### src/core/slcc_params.svh
// Purpose: Named constants for the strap latch and crossover control block
// Assumes: 50 MHz reference clock
// Notes:   Times are kept in their own unit; cycle counts derive from them
`ifndef SLCC_PARAMS_SVH
`define SLCC_PARAMS_SVH

// Management register map
`define SLCC_REG_PHY_CONTROL  5'h10
`define SLCC_BIT_AUTO_OFF     6
`define SLCC_BIT_FORCE_X      5
`define SLCC_CTRL_RESET       16'h0000
`define SLCC_READ_IDLE        16'h0000

// Strap sampling
`define SLCC_SYNC_WAIT        2'h2
`define SLCC_ADDR_DEFAULT     2'h0

// Timing
`define SLCC_CLK_HZ           50000000
`define SLCC_AN_MAX_S         3
`define SLCC_NP_EXTRA_MS      100
`define SLCC_HUNT_MS          62
`define SLCC_CNT_ZERO         28'h0000000
`define SLCC_CNT_ONE          28'h0000001

`endif

### src/core/slcc_pkg.sv
// Purpose: Types shared by the strap latch and crossover control block
// Assumes: Constants come from slcc_params.svh
// Notes:   Nothing here is imported; users write slcc_pkg::name
package slcc_pkg;

    // Crossover resolution states, one-hot
    typedef enum logic [3:0] {
        SLCC_X_IDLE = 4'h1,
        SLCC_X_MDI  = 4'h2,
        SLCC_X_MDIX = 4'h4,
        SLCC_X_LOCK = 4'h8
    } slcc_xover_state_type;

    typedef logic [1:0] slcc_mode_type;

    // Four-level strap: comparator thermometer code to mode 0..3
    function automatic slcc_mode_type slcc_decode4(input logic [2:0] therm);
        if (therm[2]) begin
            return 2'h3;
        end else if (therm[1]) begin
            return 2'h2;
        end else if (therm[0]) begin
            return 2'h1;
        end
        return 2'h0;
    endfunction : slcc_decode4

endpackage : slcc_pkg

### src/core/slcc_strap_if.sv
// Purpose: Carries latched strap values from the latch to the top
// Assumes: One clock domain
// Notes:   valid rises once after each hard reset
`timescale 1ns/1ps
interface slcc_strap_if;
    logic                  valid;
    slcc_pkg::slcc_mode_type addr_low;
    slcc_pkg::slcc_mode_type addr_high;
    logic                  auto_off;
    logic                  force_x;

    modport source (output valid, addr_low, addr_high, auto_off, force_x);
    modport sink   (input  valid, addr_low, addr_high, auto_off, force_x);
endinterface : slcc_strap_if

### src/core/slcc_strap_latch.sv
// Purpose: Synchronises, decodes and latches the strap pins once per hard reset
// Assumes: Pins are static around reset release
// Notes:   Values hold until the next hard reset; later pin activity is ignored
`timescale 1ns/1ps
`include "slcc_params.svh"
module slcc_strap_latch (
    // Clock and reset
    input  wire logic       ref_clk_i,
    input  wire logic       reset_i,
    // Strap pins
    input  wire logic [2:0] receive_data_bit_zero_pin_i,
    input  wire logic [2:0] receive_data_bit_one_pin_i,
    input  wire logic       crossover_auto_off_strap_i,
    input  wire logic       crossover_force_strap_i,
    // Latched values
    slcc_strap_if.source    strap
);

    logic [7:0] sync1_reg;
    logic [7:0] sync2_reg;
    logic [1:0] wait_reg;

    // Two-stage synchroniser on all strap pins
    always_ff @(posedge ref_clk_i) begin
        if (reset_i) begin
            sync1_reg <= 8'h00;
            sync2_reg <= 8'h00;
        end else begin
            sync1_reg <= {receive_data_bit_zero_pin_i, receive_data_bit_one_pin_i,
                          crossover_auto_off_strap_i, crossover_force_strap_i};
            sync2_reg <= sync1_reg;
        end
    end

    // Wait for the synchroniser to fill after release
    always_ff @(posedge ref_clk_i) begin
        if (reset_i) begin
            wait_reg <= `SLCC_SYNC_WAIT;
        end else if (wait_reg != 2'h0) begin
            wait_reg <= wait_reg - 2'h1;
        end
    end

    // One capture per hard reset, then frozen
    always_ff @(posedge ref_clk_i) begin
        if (reset_i) begin
            strap.valid     <= 1'b0;
            strap.addr_low  <= `SLCC_ADDR_DEFAULT;
            strap.addr_high <= `SLCC_ADDR_DEFAULT;
            strap.auto_off  <= 1'b0;
            strap.force_x   <= 1'b0;
        end else if (wait_reg == 2'h0 && !strap.valid) begin
            strap.valid     <= 1'b1;
            strap.addr_low  <= slcc_pkg::slcc_decode4(sync2_reg[7:5]);
            strap.addr_high <= slcc_pkg::slcc_decode4(sync2_reg[4:2]);
            strap.auto_off  <= sync2_reg[1];
            strap.force_x   <= sync2_reg[0];
        end
    end

    property p_latch_stable;
        @(posedge ref_clk_i) disable iff (reset_i)
        $past(strap.valid) |-> $stable({strap.addr_low, strap.addr_high, strap.auto_off, strap.force_x});
    endproperty
    a_latch_stable: assert property (p_latch_stable) else $error("strap values moved after capture");

    property p_sample_after_reset;
        @(posedge ref_clk_i) $fell(reset_i) |-> ##[1:4] strap.valid;
    endproperty
    a_sample_after_reset: assert property (p_sample_after_reset) else $error("straps not sampled after reset");

endmodule : slcc_strap_latch

### src/core/slcc_top.sv
// Purpose: Strap latch, control register and automatic crossover resolution
// Assumes: Comparator thermometer codes arrive for the four-level straps
// Notes:   Long counts are parameters so simulation can shorten them
`timescale 1ns/1ps
`include "slcc_params.svh"

// Behaviour
// - Flag auto-negotiation still running beyond three seconds after start.
// - Each next page exchanged extends the allowed negotiation time.
// - Automatic crossover swaps pairs A/B, and C/D in gigabit mode.
// - Permit link pulse bursts only after crossover is resolved.
// - Control bit 6 or its strap turns automatic crossover off.
// - With automatic crossover off, the mapping is fixed and never hunts.
// - Control bit 5 or its strap picks forced straight or crossed.
// - Crossover resolution runs regardless of negotiation or forced speed.
// - Sample all straps at power-up and hard reset.
// - Software reset reloads strap settings from latched values only.
// - Software may overwrite strap settings through the control register.
// - Two receive-data straps are four-level, others two-level.
// - Station address low and high pairs follow the two straps, default 00.
module slcc_top #(
    parameter int HUNT_CYCLES = `SLCC_HUNT_MS * (`SLCC_CLK_HZ / 1000),
    parameter int AN_CYCLES   = `SLCC_AN_MAX_S * `SLCC_CLK_HZ,
    parameter int NP_CYCLES   = `SLCC_NP_EXTRA_MS * (`SLCC_CLK_HZ / 1000)
) (
    // Clock and reset
    input  wire logic        ref_clk_i,
    input  wire logic        reset_i,
    input  wire logic        soft_reset_i,
    // Strap pins
    input  wire logic [2:0]  receive_data_bit_zero_pin_i,
    input  wire logic [2:0]  receive_data_bit_one_pin_i,
    input  wire logic        crossover_auto_off_strap_i,
    input  wire logic        crossover_force_strap_i,
    // Management register port
    input  wire logic [4:0]  reg_addr_i,
    input  wire logic [15:0] reg_wdata_i,
    input  wire logic        reg_write_i,
    output logic      [15:0] reg_rdata_o,
    // Line side
    input  wire logic        signal_detect_i,
    input  wire logic        gigabit_mode_i,
    // Negotiation engine
    input  wire logic        an_begin_i,
    input  wire logic        an_done_i,
    input  wire logic        next_page_i,
    // Status and control outputs
    output logic      [3:0]  station_address_o,
    output logic             swap_ab_o,
    output logic             swap_cd_o,
    output logic             flp_permit_o,
    output logic             an_overtime_o
);

    slcc_strap_if strap ();

    logic [15:0]                    phy_control_reg;
    logic [15:0]                    rdata_reg;
    logic                           valid_d_reg;
    logic                           sig_s1_reg;
    logic                           sig_s2_reg;
    slcc_pkg::slcc_xover_state_type state_reg;
    slcc_pkg::slcc_xover_state_type state_next;
    logic [27:0]                    hunt_cnt_reg;
    logic                           mdix_reg;
    logic                           swap_cd_reg;
    logic                           an_active_reg;
    logic [27:0]                    an_cnt_reg;
    logic [27:0]                    an_limit_reg;
    logic                           an_overtime_reg;
    logic                           strap_load;
    logic                           auto_on;
    logic                           force_x;
    logic                           hunt_end;

    // Saturating counter step, shared by the hunt and negotiation timers
    function automatic logic [27:0] cnt_step(input logic [27:0] v);
        return (v == 28'hFFFFFFF) ? v : v + `SLCC_CNT_ONE;
    endfunction : cnt_step

    slcc_strap_latch u_latch (
        .ref_clk_i                   (ref_clk_i),
        .reset_i                     (reset_i),
        .receive_data_bit_zero_pin_i (receive_data_bit_zero_pin_i),
        .receive_data_bit_one_pin_i  (receive_data_bit_one_pin_i),
        .crossover_auto_off_strap_i  (crossover_auto_off_strap_i),
        .crossover_force_strap_i     (crossover_force_strap_i),
        .strap                       (strap.source)
    );

    // First capture after hard reset, or software reset, reloads strap bits
    assign strap_load = (strap.valid && !valid_d_reg) || (soft_reset_i && strap.valid);
    assign auto_on    = !phy_control_reg[`SLCC_BIT_AUTO_OFF];
    assign force_x    = phy_control_reg[`SLCC_BIT_FORCE_X];
    assign hunt_end   = (hunt_cnt_reg == 28'(HUNT_CYCLES - 1));

    always_ff @(posedge ref_clk_i) begin
        if (reset_i) begin
            valid_d_reg <= 1'b0;
        end else begin
            valid_d_reg <= strap.valid;
        end
    end

    // Control register: strap reload wins over a software write
    always_ff @(posedge ref_clk_i) begin
        if (reset_i) begin
            phy_control_reg <= `SLCC_CTRL_RESET;
        end else if (strap_load) begin
            phy_control_reg                    <= `SLCC_CTRL_RESET;
            phy_control_reg[`SLCC_BIT_AUTO_OFF] <= strap.auto_off;
            phy_control_reg[`SLCC_BIT_FORCE_X]  <= strap.force_x;
        end else if (reg_write_i && reg_addr_i == `SLCC_REG_PHY_CONTROL) begin
            phy_control_reg <= reg_wdata_i;
        end
    end

    // Read data, zero for unmapped addresses
    always_ff @(posedge ref_clk_i) begin
        if (reset_i) begin
            rdata_reg <= `SLCC_READ_IDLE;
        end else if (reg_addr_i == `SLCC_REG_PHY_CONTROL) begin
            rdata_reg <= phy_control_reg;
        end else begin
            rdata_reg <= `SLCC_READ_IDLE;
        end
    end

    // Line energy comes from the analog side: two flip-flops
    always_ff @(posedge ref_clk_i) begin
        if (reset_i) begin
            sig_s1_reg <= 1'b0;
            sig_s2_reg <= 1'b0;
        end else begin
            sig_s1_reg <= signal_detect_i;
            sig_s2_reg <= sig_s1_reg;
        end
    end

    // Crossover state; independent of negotiation and forced speed
    always_comb begin
        state_next = state_reg;
        case (state_reg)
            slcc_pkg::SLCC_X_IDLE: begin
                if (strap.valid) begin
                    state_next = auto_on ? slcc_pkg::SLCC_X_MDI : slcc_pkg::SLCC_X_LOCK;
                end
            end
            slcc_pkg::SLCC_X_MDI: begin
                if (!auto_on || sig_s2_reg) begin
                    state_next = slcc_pkg::SLCC_X_LOCK;
                end else if (hunt_end) begin
                    state_next = slcc_pkg::SLCC_X_MDIX;
                end
            end
            slcc_pkg::SLCC_X_MDIX: begin
                if (!auto_on || sig_s2_reg) begin
                    state_next = slcc_pkg::SLCC_X_LOCK;
                end else if (hunt_end) begin
                    state_next = slcc_pkg::SLCC_X_MDI;
                end
            end
            slcc_pkg::SLCC_X_LOCK: begin
                if (auto_on && !sig_s2_reg) begin
                    state_next = slcc_pkg::SLCC_X_MDI;
                end
            end
            default: begin
                state_next = slcc_pkg::SLCC_X_IDLE;
            end
        endcase
    end

    always_ff @(posedge ref_clk_i) begin
        if (reset_i || soft_reset_i) begin
            state_reg <= slcc_pkg::SLCC_X_IDLE;
        end else begin
            state_reg <= state_next;
        end
    end

    // Hunt slot timer, restarted on every state change
    always_ff @(posedge ref_clk_i) begin
        if (reset_i || state_next != state_reg) begin
            hunt_cnt_reg <= `SLCC_CNT_ZERO;
        end else begin
            hunt_cnt_reg <= cnt_step(hunt_cnt_reg);
        end
    end

    // Channel mapping; forced mapping when automatic crossover is off
    always_ff @(posedge ref_clk_i) begin
        if (reset_i) begin
            mdix_reg <= 1'b0;
        end else if (!auto_on) begin
            mdix_reg <= force_x;
        end else if (state_next == slcc_pkg::SLCC_X_MDI) begin
            mdix_reg <= 1'b0;
        end else if (state_next == slcc_pkg::SLCC_X_MDIX) begin
            mdix_reg <= 1'b1;
        end
    end

    // C/D swap only applies in gigabit mode
    always_ff @(posedge ref_clk_i) begin
        if (reset_i) begin
            swap_cd_reg <= 1'b0;
        end else begin
            swap_cd_reg <= mdix_reg && gigabit_mode_i;
        end
    end

    // Negotiation window: start, stop and next-page extension
    always_ff @(posedge ref_clk_i) begin
        if (reset_i) begin
            an_active_reg <= 1'b0;
            an_cnt_reg    <= `SLCC_CNT_ZERO;
            an_limit_reg  <= 28'(AN_CYCLES);
        end else if (an_begin_i) begin
            an_active_reg <= 1'b1;
            an_cnt_reg    <= `SLCC_CNT_ZERO;
            an_limit_reg  <= 28'(AN_CYCLES);
        end else if (an_active_reg) begin
            an_active_reg <= !an_done_i;
            an_cnt_reg    <= cnt_step(an_cnt_reg);
            if (next_page_i) begin
                an_limit_reg <= an_limit_reg + 28'(NP_CYCLES);
            end
        end
    end

    // Overtime flag: set wins over the clear at a new start
    always_ff @(posedge ref_clk_i) begin
        if (reset_i) begin
            an_overtime_reg <= 1'b0;
        end else if (an_active_reg && an_cnt_reg >= an_limit_reg) begin
            an_overtime_reg <= 1'b1;
        end else if (an_begin_i) begin
            an_overtime_reg <= 1'b0;
        end
    end

    // Outputs
    assign reg_rdata_o       = rdata_reg;
    assign station_address_o = {strap.addr_high, strap.addr_low};
    assign swap_ab_o         = mdix_reg;
    assign swap_cd_o         = swap_cd_reg;
    assign flp_permit_o      = (state_reg == slcc_pkg::SLCC_X_LOCK);
    assign an_overtime_o     = an_overtime_reg;

    property p_auto_off_locks;
        @(posedge ref_clk_i) disable iff (reset_i || soft_reset_i)
        (!auto_on && state_reg != slcc_pkg::SLCC_X_IDLE) |=> state_reg == slcc_pkg::SLCC_X_LOCK;
    endproperty
    a_auto_off_locks: assert property (p_auto_off_locks) else $error("crossover hunts while disabled");

    property p_forced_map;
        @(posedge ref_clk_i) disable iff (reset_i)
        (!auto_on && !$past(auto_on) && $stable(force_x)) |-> swap_ab_o == force_x;
    endproperty
    a_forced_map: assert property (p_forced_map) else $error("forced mapping not applied");

    property p_hunt_switch;
        @(posedge ref_clk_i) disable iff (reset_i || soft_reset_i)
        (state_reg == slcc_pkg::SLCC_X_MDI && hunt_end && auto_on && !sig_s2_reg)
            |=> (state_reg == slcc_pkg::SLCC_X_MDIX && swap_ab_o);
    endproperty
    a_hunt_switch: assert property (p_hunt_switch) else $error("hunt did not swap pairs");

    property p_cd_swap;
        @(posedge ref_clk_i) disable iff (reset_i)
        ##1 swap_cd_o == ($past(swap_ab_o) && $past(gigabit_mode_i));
    endproperty
    a_cd_swap: assert property (p_cd_swap) else $error("C/D swap wrong");

    property p_flp_after_resolve;
        @(posedge ref_clk_i) disable iff (reset_i)
        $rose(flp_permit_o) |-> strap.valid && ($past(sig_s2_reg) || !$past(auto_on));
    endproperty
    a_flp_after_resolve: assert property (p_flp_after_resolve) else $error("pulses before resolution");

    property p_soft_reload;
        @(posedge ref_clk_i) disable iff (reset_i)
        (soft_reset_i && strap.valid) |=> (phy_control_reg[`SLCC_BIT_AUTO_OFF] == strap.auto_off
            && phy_control_reg[`SLCC_BIT_FORCE_X] == strap.force_x);
    endproperty
    a_soft_reload: assert property (p_soft_reload) else $error("soft reset did not reload straps");

    property p_reg_write;
        @(posedge ref_clk_i) disable iff (reset_i)
        (reg_write_i && reg_addr_i == `SLCC_REG_PHY_CONTROL && !strap_load)
            |=> ##1 reg_rdata_o == $past(reg_wdata_i, 2) || $past(reg_addr_i) != `SLCC_REG_PHY_CONTROL;
    endproperty
    a_reg_write: assert property (p_reg_write) else $error("control write not visible");

    property p_overtime;
        @(posedge ref_clk_i) disable iff (reset_i)
        (an_active_reg && an_cnt_reg >= an_limit_reg) |=> an_overtime_o;
    endproperty
    a_overtime: assert property (p_overtime) else $error("overtime not flagged");

    property p_next_page;
        @(posedge ref_clk_i) disable iff (reset_i)
        (an_active_reg && next_page_i && !an_begin_i) |=> an_limit_reg == $past(an_limit_reg) + 28'(NP_CYCLES);
    endproperty
    a_next_page: assert property (p_next_page) else $error("next page did not extend window");

endmodule : slcc_top

### config.mk
export PLATFORM = sky130hd
export DESIGN_NAME = slcc_top
export DESIGN_NICKNAME = d
export VERILOG_FILES = /design/src/core/slcc_pkg.sv /design/src/core/slcc_strap_if.sv /design/src/core/slcc_strap_latch.sv /design/src/core/slcc_top.sv
export VERILOG_INCLUDE_DIRS = /design/src /design/src/core
export SDC_FILE = /design/constraint.sdc
export NUM_CORES = 1
export LEC_CHECK = 0
export ABC_AREA = 1
export BUFFER_PORTS_ARGS = -buffer_cell sky130_fd_sc_hd__buf_2
export CAP_MARGIN = 0
export CORE_AREA = 2 2 84 146
export CTS_CLUSTER_DIAMETER = 30
export DETAILED_ROUTE_END_ITERATION = 6
export DIE_AREA = 0 0 86 148
export GPL_TIMING_DRIVEN = 0
export PLACE_DENSITY = 0.91
export SYNTH_ARGS = -nofsm -noshare
export SYNTH_HDL_FRONTEND = slang
export SYNTH_SLANG_ARGS = --single-unit
### constraint.sdc
create_clock -name ref_clk_i -period 6 [get_ports ref_clk_i]
set_clock_uncertainty 0.05 [all_clocks]
set_input_delay 0 -clock ref_clk_i [delete_from_list [all_inputs] [get_ports ref_clk_i]]
set_output_delay 0 -clock ref_clk_i [all_outputs]
set_load 0.1 [all_outputs]
==> run summary <==
Standard-cell rows = 52
Largest net degree at the start of global routing = 19
Yosys reg bits = 146
TritonRoute pass-1 iters = 7
Failing checks = DRC
Post-Syn Area = 7320 um2
Initial Utilization = 0.635
Final Max Tran Viols = 0
Post-synthesis cell count = 1,035
Max cap viols = 0
Port Buffers = 61
Status = finished with violations
Syn_area_per_cell = 7.07 um2
Max incr delay on CP = 0.50 ns
Syn nets = 1,100
Via density = 5.98
Fmax = 387 MHz
Req. time, crit path = 6.25 ns
Vias = 7,734
Post-route antenna net violation count = 0
H-tree Lvls = 4
Period utilization = 0.431
Async S/R FF share, synth = 0
First-pass GRT wire length = 37,000 um
Final hold vios = 0
Gates resized, CTS repair = 0
Worst Max-Slew Pin Slew = 0.890 ns
Initial antenna violation count = 1
Ys flop type = dfxtp_1
Top cells by count, synth = nand2_1 (198), nor2_1 (180), dfxtp_1 (146), inv_1 (140), a21oi_1 (64)
Core area = 11,500 um2
PD cells = 282 nW/um2
Max transition margin = 0.401
Grt total ovfl = 0
RSZ-0062 raised after global routing = no
Post-synth top area share = 0.400
Layout cells sized above 1 = 0.120
Distinct cell type count after synthesis = 42
Fin Hold WS = 0.0510 ns
Total GRT Usage = 0.375
Post-CTS setup buffer count = 0
Crit path time final = 2.58 ns
DR WL/cell = 17.9 um
Worst-path cell chain = nand2_1 -> nor3_1 -> nand2_1 -> nor2_1 -> nand2_1 -> nand2_2 -> inv_2 -> clkbuf_1 -> nand2_1 -> a21oi_1
Post-synthesis sequential area ratio = 0.400
Leak = 3.69 nW
Worst-path cell with the longest stage delay = dfxtp_1
Initial drt markers = 707
CTS tree = done
Area delta synth->final = 18.7%
Area leader, netlist = dfxtp_1
CTS Buf Count = 17
Most frequent CP cell = nand2_1
Hold Buf Count CTS = 29
I/O Pins = 62
Vias in the first global route = 7,710
CP bufs+invs = 2
Max Root-Sink Buffers = 2
Yosys warns = 0
Setup violators final = 0
Crit path kind = reg2reg
EDFF count, synth = 0
Sink Count = 146
Hpwl dp = 14,100 um
Drt drc = 1
Critical path arrival = 2.83 ns
CP Launch Type = flop
CP delay by family, top = simple AND/OR/NAND/NOR gates
Die Height = 148 um
Die area = 12,700 um2
CP max FO = 10
Clock Latency Late Sink = 0.44 ns
Gpl congestion = 0.969
Max VDD drop = 0.251 mV
Crit end category = flop
Final net count = 1,209
Ranking of synthesized cells by area = dfxtp_1 (40%), nand2_1 (10%), nor2_1 (9.2%)
CTS clk-pin slew, worst paths = 0.07 ns
Count leader, synth = nand2_1
Hold Path Class = in2reg
Detailed Route WL = 23,200 um
Setup TNS Final = 0 ns
Root Buffer = clkbuf_16
Die W = 86 um
[metrics by stage]
stage | total power (W) | setup WS [ns] | utilization | cells | instance area (um2)
detailed placement | 0.00135 | 3.72 | 0.676 | 1231 | 7790
floorplan | 0.00127 | 3.08 | - | 1035 | 7320
global route | 0.00251 | 3.37 | 0.754 | 1293 | 8680
finish | 0.00245 | 3.42 | 0.754 | 1293 | 8680
global placement | 0.00134 | 3.76 | 0.676 | 1231 | 7790
CTS | 0.00242 | 3.68 | 0.754 | 1292 | 8680
[worst register-to-register path: stages, from the launching register on]
cell	delay [ns]
dfxtp_1	0.50
nand2_1	0.16
nor3_1	0.46
nand2_1	0.19
nor2_1	0.17
nand2_1	0.08
nand2_2	0.13
inv_2	0.12
clkbuf_1	0.32
nand2_1	0.18
a21oi_1	0.09
[layer usage]
metal	vias up	global-route usage	wire, um
met5	-	0	0
met4	0	0.309	2370
met3	218	0.0798	1660
met2	505	0.659	11800
met1	3467	0.366	7370
li1	3544	-	-
[cells by family (layout without fill, tap and decap cells)]
kind of cell / Yosys count / in the layout / synth area share
AOI/OAI and AO/OA: 128 / 128 / 0.0977
xor gates and xnor gates: 38 / 38 / 0.0455
adders and majority gates: 27 / 27 / 0.0462
buffers and inverters: 168 / 290 / 0.0903
DFF: 146 / 146 / 0.400
other: 0 / 1 / 0
and+or+nand+nor: 528 / 528 / 0.321
[area by class of cell]
cell class	instances	area, um2
clock buffer	17	425
inverter	146	548
sequential	146	2920
antenna	1	2.50
fill	752	2830
timing repair buffer	90	596
tap	135	169
buffer	22	113
multi-input combinational	721	3730
clock inverter	15	176
[final timing paths]
| check | startpoint | to | slack [ns] | cells past startpoint |
|---|---|---|---|---|
| min reg2reg | u_latch.sync1_reg[7] | u_latch.sync2_reg[7] | 0.36 | 2 |
| max | an_cnt_reg[11] | an_cnt_reg[25] | 3.42 | 10 |
| min | reset_i | u_latch.sync1_reg[0] | 0.05 | 3 |
| max reg2reg | an_cnt_reg[11] | an_cnt_reg[25] | 3.42 | 10 |
[power breakdown]
group	internal (W)	switching (W)
registers	0.00101	0.0000294
clock network	0.000565	0.000518
logic	0.0000944	0.000232
[placed cells by master (no fill, tap or decap), types with 2 or more instances in the layout]
| master | instances |
|---|---|
| nand2_1 | 198 |
| nor2_1 | 180 |
| dfxtp_1 | 146 |
| inv_1 | 140 |
| buf_2 | 66 |
| a21oi_1 | 64 |
| nand3_1 | 43 |
| o21ai_0 | 35 |
| nor3_1 | 33 |
| xor2_1 | 33 |
| dlygate4sd3_1 | 29 |
| ha_1 | 27 |
| nand4_1 | 24 |
| clkbuf_16 | 17 |
| a211oi_1 | 14 |
| nor2_2 | 13 |
| clkbuf_1 | 12 |
| nor2_4 | 11 |
| nor4_1 | 9 |
| inv_8 | 6 |
| xnor2_1 | 5 |
| inv_2 | 4 |
| nor3_2 | 4 |
| nand2_2 | 4 |
| o211ai_1 | 4 |
| clkinv_8 | 4 |
| inv_6 | 4 |
| o311ai_0 | 3 |
| buf_1 | 3 |
| nand3b_1 | 2 |
| clkinv_1 | 2 |
| and3_1 | 2 |
(Power assumes the default switching activity.)
